**src/hdl/osc_defs.vh**
```
// Offsets, field positions, reset values and codes of the oscillator block.
`ifndef OSC_DEFS_VH
`define OSC_DEFS_VH

// Register byte offsets on the AXI4-Lite bus.
`define OSC_ADDR_W 8
`define OSC_OFS_CONTROL 8'h00
`define OSC_OFS_UNLOCK 8'h04
`define OSC_OFS_IRQ_STAT 8'h08
`define OSC_OFS_IRQ_MASK 8'h0C
`define OSC_OFS_SWITCH 8'h10

// Field positions inside oscillator_control.
`define OSC_MULT_HI 18
`define OSC_MULT_LO 16
`define OSC_ACT_HI 14
`define OSC_ACT_LO 12
`define OSC_REQ_HI 10
`define OSC_REQ_LO 8
`define OSC_LOCK_BIT 7
`define OSC_USB_LOCK_BIT 6
`define OSC_SYS_LOCK_BIT 5
`define OSC_SLEEP_BIT 4
`define OSC_FAIL_BIT 3

// Field positions inside the switch register.
`define OSC_GO_BIT 0
`define OSC_DIV_HI 4
`define OSC_DIV_LO 2

// Reset values of fields that no configuration setting supplies.
`define OSC_MULT_RST 3'h0
`define OSC_DIV_RST 3'h0
`define OSC_MASK_RST 4'h0

// Unlock keys; the values are arbitrary.
`define OSC_KEY_ONE 32'h5A5AC3C3
`define OSC_KEY_TWO 32'hA5A53C3C

// Clock source codes.
`define OSC_SRC_FAST_RC 3'h0
`define OSC_SRC_FAST_RC_MULT 3'h1
`define OSC_SRC_PRIMARY 3'h2
`define OSC_SRC_PRIMARY_MULT 3'h3
`define OSC_SRC_SECONDARY 3'h4
`define OSC_SRC_LOW_POWER_RC 3'h5
`define OSC_SRC_FAST_RC_DIV16 3'h6
`define OSC_SRC_FAST_RC_DIVSEL 3'h7

// Bus responses.
`define OSC_RESP_OKAY 2'h0
`define OSC_RESP_SLVERR 2'h2

`endif

```
**src/hdl/osc_unlock.v**
```verilog
// Key sequence detector that opens the control register for one write.
`timescale 1ns/10ps
`include "osc_defs.vh"

module osc_unlock (
	input wire aclk,
	input wire aresetn,
	input wire key_wr,
	input wire [31:0] key_data,
	input wire consume,
	output reg unlocked_q
);

	localparam ST_LOCKED = 3'b001;
	localparam ST_HALF = 3'b010;
	localparam ST_OPEN = 3'b100;

	reg [2:0] st_q;
	reg [2:0] st_d;

	// Two keys back to back open the register; any other key or one
	// attempted control write closes it again.
	always @* begin
		st_d = st_q;
		case (st_q)
		ST_LOCKED: begin
			if (key_wr && key_data == `OSC_KEY_ONE)
				st_d = ST_HALF;
		end
		ST_HALF, ST_OPEN: begin
			if (consume)
				st_d = ST_LOCKED;
			else if (key_wr && st_q == ST_HALF &&
				key_data == `OSC_KEY_TWO)
				st_d = ST_OPEN;
			else if (key_wr && key_data == `OSC_KEY_ONE)
				st_d = ST_HALF;
			else if (key_wr)
				st_d = ST_LOCKED;
		end
		default: begin
			st_d = ST_LOCKED;
		end
		endcase
	end

	// State and the open flag, which the top reads straight from a flop.
	always @(posedge aclk) begin
		if (!aresetn) begin
			st_q <= ST_LOCKED;
			unlocked_q <= 1'b0;
		end else begin
			st_q <= st_d;
			unlocked_q <= (st_d == ST_OPEN);
		end
	end

endmodule // osc_unlock

```
**src/hdl/osc_ctrl.v**
```verilog
// Oscillator source control with an AXI4-Lite register slave.
`timescale 1ns/10ps
`include "osc_defs.vh"


module osc_ctrl #(
	parameter ADDR_W = `OSC_ADDR_W
) (
	input wire aclk,
	input wire aresetn,
	input wire [ADDR_W-1:0] s_axi_awaddr,
	input wire s_axi_awvalid,
	output reg s_axi_awready,
	input wire [31:0] s_axi_wdata,
	input wire [3:0] s_axi_wstrb,
	input wire s_axi_wvalid,
	output reg s_axi_wready,
	output reg [1:0] s_axi_bresp,
	output reg s_axi_bvalid,
	input wire s_axi_bready,
	input wire [ADDR_W-1:0] s_axi_araddr,
	input wire s_axi_arvalid,
	output reg s_axi_arready,
	output reg [31:0] s_axi_rdata,
	output reg [1:0] s_axi_rresp,
	output reg s_axi_rvalid,
	input wire s_axi_rready,
	input wire [2:0] default_source_config,
	input wire [1:0] switch_monitor_config,
	input wire usb_pll_lock_in,
	input wire sys_pll_lock_in,
	input wire monitor_fail_in,
	input wire wait_exec_in,
	input wire clk_switch_ack_in,
	output reg clk_switch_req_q,
	output reg [2:0] clk_switch_target_q,
	output reg [4:0] mult_factor_q,
	output reg [6:0] src_sel_q,
	output reg sleep_enter_q,
	output reg idle_enter_q,
	output reg irq_q
);

	localparam SW_IDLE = 3'b001;
	localparam SW_WAIT = 3'b010;
	localparam SW_DONE = 3'b100;

	// Multiplication factor of a multiplier code.
	function [4:0] mult_of;
		input [2:0] code;
		begin
			case (code)
			3'h5: mult_of = 5'h14;
			3'h6: mult_of = 5'h15;
			3'h7: mult_of = 5'h18;
			default: mult_of = 5'h0F + {2'h0, code};
			endcase
		end
	endfunction

	// Byte strobes widened to a bit mask.
	function [31:0] lane_mask;
		input [3:0] strb;
		begin
			lane_mask = {{8{strb[3]}}, {8{strb[2]}},
				{8{strb[1]}}, {8{strb[0]}}};
		end
	endfunction

	// Word address with the byte offset dropped.
	function [ADDR_W-1:0] word_of;
		input [ADDR_W-1:0] addr;
		begin
			word_of = {addr[ADDR_W-1:2], 2'h0};
		end
	endfunction

	// True for an address that holds a register.
	function is_mapped;
		input [ADDR_W-1:0] addr;
		begin
			case (word_of(addr))
			`OSC_OFS_CONTROL, `OSC_OFS_UNLOCK, `OSC_OFS_IRQ_STAT,
			`OSC_OFS_IRQ_MASK, `OSC_OFS_SWITCH: is_mapped = 1'b1;
			default: is_mapped = 1'b0;
			endcase
		end
	endfunction

	// Path select with one bit per path; a derived path also sets its source bit: {divsel, div16, low-power, secondary,
	// primary, multiplier, fast RC}.
	function [6:0] src_decode;
		input [2:0] src;
		begin
			case (src)
			`OSC_SRC_FAST_RC: src_decode = 7'h01;
			`OSC_SRC_FAST_RC_MULT: src_decode = 7'h03;
			`OSC_SRC_PRIMARY: src_decode = 7'h04;
			`OSC_SRC_PRIMARY_MULT: src_decode = 7'h06;
			`OSC_SRC_SECONDARY: src_decode = 7'h08;
			`OSC_SRC_LOW_POWER_RC: src_decode = 7'h10;
			`OSC_SRC_FAST_RC_DIV16: src_decode = 7'h21;
			default: src_decode = 7'h41;
			endcase
		end
	endfunction

	reg aw_hold_q;
	reg w_hold_q;
	reg [ADDR_W-1:0] awaddr_q;
	reg [31:0] wdata_q;
	reg [3:0] wstrb_q;
	reg [2:0] mult_q;
	reg [2:0] req_q;
	reg [2:0] active_q;
	reg lock_q;
	reg sleep_q;
	reg fail_q;
	reg usb_lock_q;
	reg sys_lock_q;
	reg [2:0] div_q;
	reg [2:0] sw_st_q;
	reg [3:0] stat_q;
	reg [3:0] mask_q;
	reg [31:0] ctl_img;
	reg [31:0] rd_img;
	wire unlocked;

	wire wr_fire = aw_hold_q & w_hold_q & ~s_axi_bvalid;
	wire [ADDR_W-1:0] wr_word = word_of(awaddr_q);
	wire [31:0] wmask = lane_mask(wstrb_q);
	wire [31:0] wbits = wdata_q & wmask;
	wire wr_ctl = wr_fire & (wr_word == `OSC_OFS_CONTROL);
	wire wr_key = wr_fire & (wr_word == `OSC_OFS_UNLOCK);
	wire wr_stat = wr_fire & (wr_word == `OSC_OFS_IRQ_STAT);
	wire wr_mask = wr_fire & (wr_word == `OSC_OFS_IRQ_MASK);
	wire wr_sw = wr_fire & (wr_word == `OSC_OFS_SWITCH);
	wire ctl_ok = wr_ctl & unlocked;
	wire [31:0] ctl_new = (ctl_img & ~wmask) | wbits;
	wire [31:0] sw_new = ({27'h0, div_q, 2'h0} & ~wmask) | wbits;
	// Lock only bites when switching and monitoring is disabled.
	wire sel_locked = switch_monitor_config[1] & lock_q;
	wire go = wr_sw & wbits[`OSC_GO_BIT] & ~sel_locked;
	wire sw_done = (sw_st_q == SW_DONE);
	wire usb_lost = usb_lock_q & ~usb_pll_lock_in;
	wire sys_lost = sys_lock_q & ~sys_pll_lock_in;
	wire [3:0] events = {usb_lost, sys_lost, sw_done, monitor_fail_in};
	// A new event wins over a write-one-to-clear in the same cycle.
	wire [3:0] stat_d = (stat_q & ~({4{wr_stat}} & wbits[3:0])) | events;
	wire [3:0] mask_d = wr_mask ? wbits[3:0] : mask_q;

	// The key register feeds the unlock detector; the register opens
	// for exactly one attempted control write.
	osc_unlock u_unlock (
		.aclk(aclk),
		.aresetn(aresetn),
		.key_wr(wr_key),
		.key_data(wdata_q),
		.consume(wr_ctl),
		.unlocked_q(unlocked)
	);

	// Read image of oscillator_control; gaps read as zero.
	always @* begin
		ctl_img = 32'h0;
		ctl_img[`OSC_MULT_HI:`OSC_MULT_LO] = mult_q;
		ctl_img[`OSC_ACT_HI:`OSC_ACT_LO] = active_q;
		ctl_img[`OSC_REQ_HI:`OSC_REQ_LO] = req_q;
		ctl_img[`OSC_LOCK_BIT] = lock_q;
		ctl_img[`OSC_USB_LOCK_BIT] = usb_lock_q;
		ctl_img[`OSC_SYS_LOCK_BIT] = sys_lock_q;
		ctl_img[`OSC_SLEEP_BIT] = sleep_q;
		ctl_img[`OSC_FAIL_BIT] = fail_q;
	end

	// Read multiplexer; the key register reads back as zero.
	always @* begin
		case (word_of(s_axi_araddr))
		`OSC_OFS_CONTROL: rd_img = ctl_img;
		`OSC_OFS_IRQ_STAT: rd_img = {28'h0, stat_q};
		`OSC_OFS_IRQ_MASK: rd_img = {28'h0, mask_q};
		`OSC_OFS_SWITCH: rd_img = {27'h0, div_q, 1'b0,
			~sw_st_q[0]};
		default: rd_img = 32'h0;
		endcase
	end

	// Write channels are taken independently and held until both are in.
	always @(posedge aclk) begin
		if (!aresetn) begin
			s_axi_awready <= 1'b0;
			s_axi_wready <= 1'b0;
			s_axi_bvalid <= 1'b0;
			s_axi_bresp <= `OSC_RESP_OKAY;
			aw_hold_q <= 1'b0;
			w_hold_q <= 1'b0;
			awaddr_q <= {ADDR_W{1'b0}};
			wdata_q <= 32'h0;
			wstrb_q <= 4'h0;
		end else begin
			if (s_axi_awvalid && s_axi_awready) begin
				s_axi_awready <= 1'b0;
				aw_hold_q <= 1'b1;
				awaddr_q <= s_axi_awaddr;
			end else if (!aw_hold_q && !s_axi_bvalid) begin
				s_axi_awready <= 1'b1;
			end
			if (s_axi_wvalid && s_axi_wready) begin
				s_axi_wready <= 1'b0;
				w_hold_q <= 1'b1;
				wdata_q <= s_axi_wdata;
				wstrb_q <= s_axi_wstrb;
			end else if (!w_hold_q && !s_axi_bvalid) begin
				s_axi_wready <= 1'b1;
			end
			if (wr_fire) begin
				aw_hold_q <= 1'b0;
				w_hold_q <= 1'b0;
				s_axi_bvalid <= 1'b1;
				s_axi_bresp <= is_mapped(awaddr_q) ?
					`OSC_RESP_OKAY : `OSC_RESP_SLVERR;
			end else if (s_axi_bvalid && s_axi_bready) begin
				s_axi_bvalid <= 1'b0;
			end
		end
	end

	// Reads answer one cycle after the address is taken.
	always @(posedge aclk) begin
		if (!aresetn) begin
			s_axi_arready <= 1'b0;
			s_axi_rvalid <= 1'b0;
			s_axi_rdata <= 32'h0;
			s_axi_rresp <= `OSC_RESP_OKAY;
		end else begin
			if (s_axi_arvalid && s_axi_arready) begin
				s_axi_arready <= 1'b0;
				s_axi_rvalid <= 1'b1;
				s_axi_rdata <= rd_img;
				s_axi_rresp <= is_mapped(s_axi_araddr) ?
					`OSC_RESP_OKAY : `OSC_RESP_SLVERR;
			end else if (s_axi_rvalid && s_axi_rready) begin
				s_axi_rvalid <= 1'b0;
			end else if (!s_axi_rvalid) begin
				s_axi_arready <= 1'b1;
			end
		end
	end

	// Control fields. The lock bit can only be set by software, so a
	// locked part stays locked until the next reset.
	always @(posedge aclk) begin
		if (!aresetn) begin
			req_q <= default_source_config;
			active_q <= default_source_config;
			mult_q <= `OSC_MULT_RST;
			lock_q <= 1'b0;
			sleep_q <= 1'b0;
			fail_q <= 1'b0;
		end else begin
			if (ctl_ok && !sel_locked) begin
				req_q <= ctl_new[`OSC_REQ_HI:`OSC_REQ_LO];
				mult_q <= ctl_new[`OSC_MULT_HI:`OSC_MULT_LO];
			end
			if (ctl_ok) begin
				lock_q <= lock_q | ctl_new[`OSC_LOCK_BIT];
				sleep_q <= ctl_new[`OSC_SLEEP_BIT];
			end
			// A failure in the clearing cycle keeps the flag set.
			if (monitor_fail_in)
				fail_q <= 1'b1;
			else if (ctl_ok && !ctl_new[`OSC_FAIL_BIT])
				fail_q <= 1'b0;
			if (sw_done)
				active_q <= clk_switch_target_q;
		end
	end

	// Lock inputs are sampled so the status bits are glitch free.
	always @(posedge aclk) begin
		if (!aresetn) begin
			usb_lock_q <= 1'b0;
			sys_lock_q <= 1'b0;
		end else begin
			usb_lock_q <= usb_pll_lock_in;
			sys_lock_q <= sys_pll_lock_in;
		end
	end

	// Divider select lives beside the switch trigger.
	always @(posedge aclk) begin
		if (!aresetn)
			div_q <= `OSC_DIV_RST;
		else if (wr_sw)
			div_q <= sw_new[`OSC_DIV_HI:`OSC_DIV_LO];
	end

	// Switch sequencer: the mux is asked for the target and the active
	// field follows only after its acknowledge, so a slow mux never
	// shows a source it is not yet running on.
	always @(posedge aclk) begin
		if (!aresetn) begin
			sw_st_q <= SW_IDLE;
			clk_switch_req_q <= 1'b0;
			clk_switch_target_q <= default_source_config;
		end else begin
			case (sw_st_q)
			SW_IDLE: begin
				if (go) begin
					clk_switch_target_q <= req_q;
					if (req_q == active_q) begin
						sw_st_q <= SW_DONE;
					end else begin
						clk_switch_req_q <= 1'b1;
						sw_st_q <= SW_WAIT;
					end
				end
			end
			SW_WAIT: begin
				if (clk_switch_ack_in) begin
					clk_switch_req_q <= 1'b0;
					sw_st_q <= SW_DONE;
				end
			end
			SW_DONE: begin
				sw_st_q <= SW_IDLE;
			end
			default: begin
				sw_st_q <= SW_IDLE;
				clk_switch_req_q <= 1'b0;
			end
			endcase
		end
	end

	// Interrupt status, mask and the level output.
	always @(posedge aclk) begin
		if (!aresetn) begin
			stat_q <= 4'h0;
			mask_q <= `OSC_MASK_RST;
			irq_q <= 1'b0;
		end else begin
			stat_q <= stat_d;
			mask_q <= mask_d;
			irq_q <= |(stat_d & mask_d);
		end
	end

	// Decoded drives towards the clock tree and the power manager.
	always @(posedge aclk) begin
		if (!aresetn) begin
			mult_factor_q <= 5'h0F;
			src_sel_q <= 7'h01;
			sleep_enter_q <= 1'b0;
			idle_enter_q <= 1'b0;
		end else begin
			mult_factor_q <= mult_of(mult_q);
			src_sel_q <= src_decode(active_q);
			// Nothing but an executed wait can power the core down.
			sleep_enter_q <= wait_exec_in & sleep_q;
			idle_enter_q <= wait_exec_in & ~sleep_q;
		end
	end

endmodule // osc_ctrl

```
**config.mk**
```make
export PLATFORM = sky130hd
export DESIGN_NAME = osc_ctrl
export DESIGN_NICKNAME = d
export VERILOG_FILES = /design/src/hdl/osc_unlock.v /design/src/hdl/osc_ctrl.v
export VERILOG_INCLUDE_DIRS = /design/src /design/src/hdl
export SDC_FILE = /design/constraint.sdc
export NUM_CORES = 1
export LEC_CHECK = 0
export BUFFER_PORTS_ARGS = -buffer_cell sky130_fd_sc_hd__buf_2
export CORE_MARGIN = 5
export CORE_UTILIZATION = 55
export CTS_BUF_LIST = sky130_fd_sc_hd__clkbuf_8
export DETAILED_ROUTE_END_ITERATION = 12
export HOLD_SLACK_MARGIN = 0.15
export PLACE_DENSITY = 0.9
export SYNTH_ARGS = -nofsm -noshare
export SYNTH_HDL_FRONTEND = slang
export SYNTH_HIERARCHICAL = 1
export SYNTH_SLANG_ARGS = --single-unit
```
**constraint.sdc**
```tcl
create_clock -name aclk -period 2.73 [get_ports aclk]
set_input_delay 0.273 -clock aclk [delete_from_list [all_inputs] [get_ports aclk]]
set_output_delay 0.273 -clock aclk [all_outputs]
set_load 0.01 [all_outputs]
```
==> metrics.yaml <==
status:
  status: "completed"
route:
  wl_per_cell_microns: 15.2
  drtIter0Drc: 291
  drc: 0
  antenna_left: 0
  vias_per_cell: 5.41
  dr.pass1.iters: 5
  dr_total_vias: 4581
  drt_wl_total_microns: 12900
timing:
  setup_viol: 0
  fin_crit_sh: 0.896
  max_slew_margin: 0.525
  finalClockSkew_ns: 0.0122
  hold_viol: 0
  drv_slew: 0
  tns_ns: 0
  fmax_mhz: 409
  grt_setup_unrepaired: "false"
  layout_min_cycle_time_ns: 2.45
  worst_slew_pin_slew_ns: 0.706
synth:
  syn_inst: 572
  avgSynthCellArea_sq_um: 9.04
  synth-edff-count: 9
  netlist.area_leader.share: 0.422
  synth_area_leaders: "dfxtp_1 42%, nand2_1 8.6%, a21boi_0 7.1%, edfxtp_1 5.2%, nor2b_1 4.1%"
  yosysTopAreaCell: "dfxtp_1"
  async_reset_ff_frac: 0
  ys_seq_elements: 118
  synthDistinctLibCells: 55
  synthFlopType: "dfxtp_1"
  netlist_area_sq_um: 5170
  yosysWarnings: 6
  ys_seq_area_frac: 0.474
min_path:
  whs_path_depth: 3
  min_path_type: "in2reg"
  hold_start: "s_axi_awvalid"
  whs_endpoint: "awaddr_q[6]"
clock_tree:
  insertion_delay_ns: 0.43
  cts_resized: 0
  cts_tree: "done"
  clk_path_buf_depth: 2
  postCtsSetupBuffers: 0
  htreeDepth: 4
  clk_pin_slew_worst_paths_ns: 0.08
  cts_root_buf: "clkbuf_8"
  cts_buffers: 17
  clock-sinks: 118
die:
  rows: 35
  start_util: 0.562
  pin_count: 129
  core_sq_um: 9200
  die-area_sq_um: 11400
  die_w_microns: 107
  dieHeight_microns: 107
worst_setup_path:
  cp_data_required_time_ns: 3.04
  critical_path_class: "reg2reg"
  crit_path_end_kind: "flop"
  cp_max_fo: 10
  r2r-start: "awaddr_q[5]"
  rrSetupSlack_ns: 0.28
  cp-start-kind: "flop"
  critPathArrivalTime_ns: 2.76
  r2r_end: "u_unlock/st_q[1]"
  r2r_cells: 7
grt:
  antenna_found_initial: 0
  grt-ovfl-total: 0
  grt_max_degree: 49
  grt_pass1_wl_microns: 20800
  grt_use_total: 0.228
  grt_pass1_vias: 4451
power:
  leakagePower_nw: 2.75
  p_total_mw: 3.86
  ir_worst_vdd_uv: 516
  p_per_area_nw_per_um2: 582
layout:
  syn2layout_area_growth_pct: 28.1
  diodes: 0
  layout-drive-gt1-share: 0.215
  stdcell_count: 847
  nNetsFinal: 797
  fill_cells: 643
placed_design:
  numPortBuffers: 105
  dp.cells: 766
  dp_hpwl_microns: 8750
  gp_congestion: 0.872
flow_run:
  drv_cap: 0
-- per-stage QoR --
stage                     instance area (sq um)  setup WS, ns   util  hold WS (ns)
after floorplan                            5230         0.275      -         0.396
after global placement                     5720         0.335  0.622         0.447
after detailed placement                   5720         0.300  0.622         0.459
after CTS                                  6620         0.275  0.720         0.153
after global routing                       6620         0.106  0.720         0.171
final                                      6620         0.284  0.720         0.178
-- flip-flops by register name, summed over array words and instances (netlist names), 4 cells and up, named ones only --
name,count
wdata_q,32
s_axi_rdata,17
src_sel_q,7
awaddr_q,6
mult_factor_q,5
mask_q,4
stat_q,4
-- cell families (layout without fill, tap and decap cells) --
group,after synthesis,in the layout,synth area share
AO/OA/AOI/OAI,109,109,0.155
XOR/XNOR,5,5,0.00847
adder cells (fa/ha/maj),5,5,0.0121
buffers and inverters,60,208,0.0574
flip-flops,118,118,0.474
multiplexers,16,16,0.0310
other,1,17,0.000726
AND/OR/NAND/NOR,258,258,0.261
-- layer usage --
metal	up-vias	track usage	wire length, microns	part of all wire
met2	185	0.402	6530	0.51
met3	21	0.0572	855	0.066
met4	0	0.0795	182	0.014
met5	-	0	0	0
li1	2255	-	-	-
met1	2120	0.268	5350	0.41
-- report_power, final --
part	switching [mW]	leakage [nW]	internal (mW)
Clock	0.734	0.202	0.906
Sequential	0.0572	0.977	1.81
Combinational	0.179	1.58	0.174
-- Yosys cell counts, types with 2 or more instances --
library cell and instances:
nand2_1 118, dfxtp_1 109, a21boi_0 49, nor2b_1 34, clkbuf_1 29, a22oi_1 18, nand3_1 18, buf_4 17
mux2i_1 16, nor3_1 13, inv_1 12, nand2b_1 11, nor2_1 11, o21ai_0 10, edfxtp_1 9, and2_1 8
and3_1 7, nor4bb_1 6, a21oi_1 5, ha_1 5, nand4_1 5, nor4_1 5, nor3b_1 4, o21a_1 4
o31ai_1 4, xnor2_1 4, a31oi_1 3, and3b_1 3, or4_4 3, nand3b_1 2, nor4b_1 2, o21ba_2 2
o22ai_1 2, o41ai_1 2, or4_1 2
-- worst max-delay path, cell delays in order, from the launching register on --
cell and delay, ns:
dfxtp_1 0.33, or4_4 0.61, nor4b_1 0.28, buf_4 0.19
nand2b_1 0.07, or4_1 0.41, nor3_2 0.30, o32ai_2 0.14
-- layout by cell type (no fill, tap or decap), drive strengths merged, types with 5 or more instances in the layout --
master       count
a21boi          49
a21oi            5
a22oi           18
and2             8
and3             7
buf            115
clkbuf          17
clkinv           7
conb            17
dfxtp          109
dlygate4sd3     49
edfxtp           9
ha               5
inv             14
mux2i           16
nand2          118
nand2b          11
nand3           18
nand4            5
nor2            11
nor2b           34
nor3            14
nor4             6
nor4bb           6
o21ai           11
or4              5
-- cell type report --
class                           count  area [sq um]  area share
Tap cell                          111           139      0.0210
Multi-Input combinational cell    410          2480       0.375
Clock buffer                       17           234      0.0353
Timing Repair Buffer              164          1090       0.165
Sequential cell                   118          2450       0.370
Clock inverter                     15           180      0.0272
Inverter                           12          45.0     0.00680
-- what timing repair did --
item | in CTS | in global routing
setup endpoints to repair | 0 | 0
hold endpoints to repair | 50 | 0
hold buffers | 49 | 0
-- worst max-delay path by stage --
stage / start / end / slack [ns] / depth (start not counted)
floorplan: awaddr_q[5] / u_unlock/st_q[1] / 0.27 / 7
global placement: awaddr_q[5] / u_unlock/st_q[1] / 0.34 / 7
detailed placement: awaddr_q[5] / u_unlock/st_q[1] / 0.30 / 7
CTS: awaddr_q[5] / u_unlock/st_q[1] / 0.28 / 7
global route: awaddr_q[5] / u_unlock/st_q[1] / 0.11 / 7
finish: awaddr_q[5] / u_unlock/st_q[1] / 0.28 / 7
No activity file was read; power rests on OpenSTA's default activity.
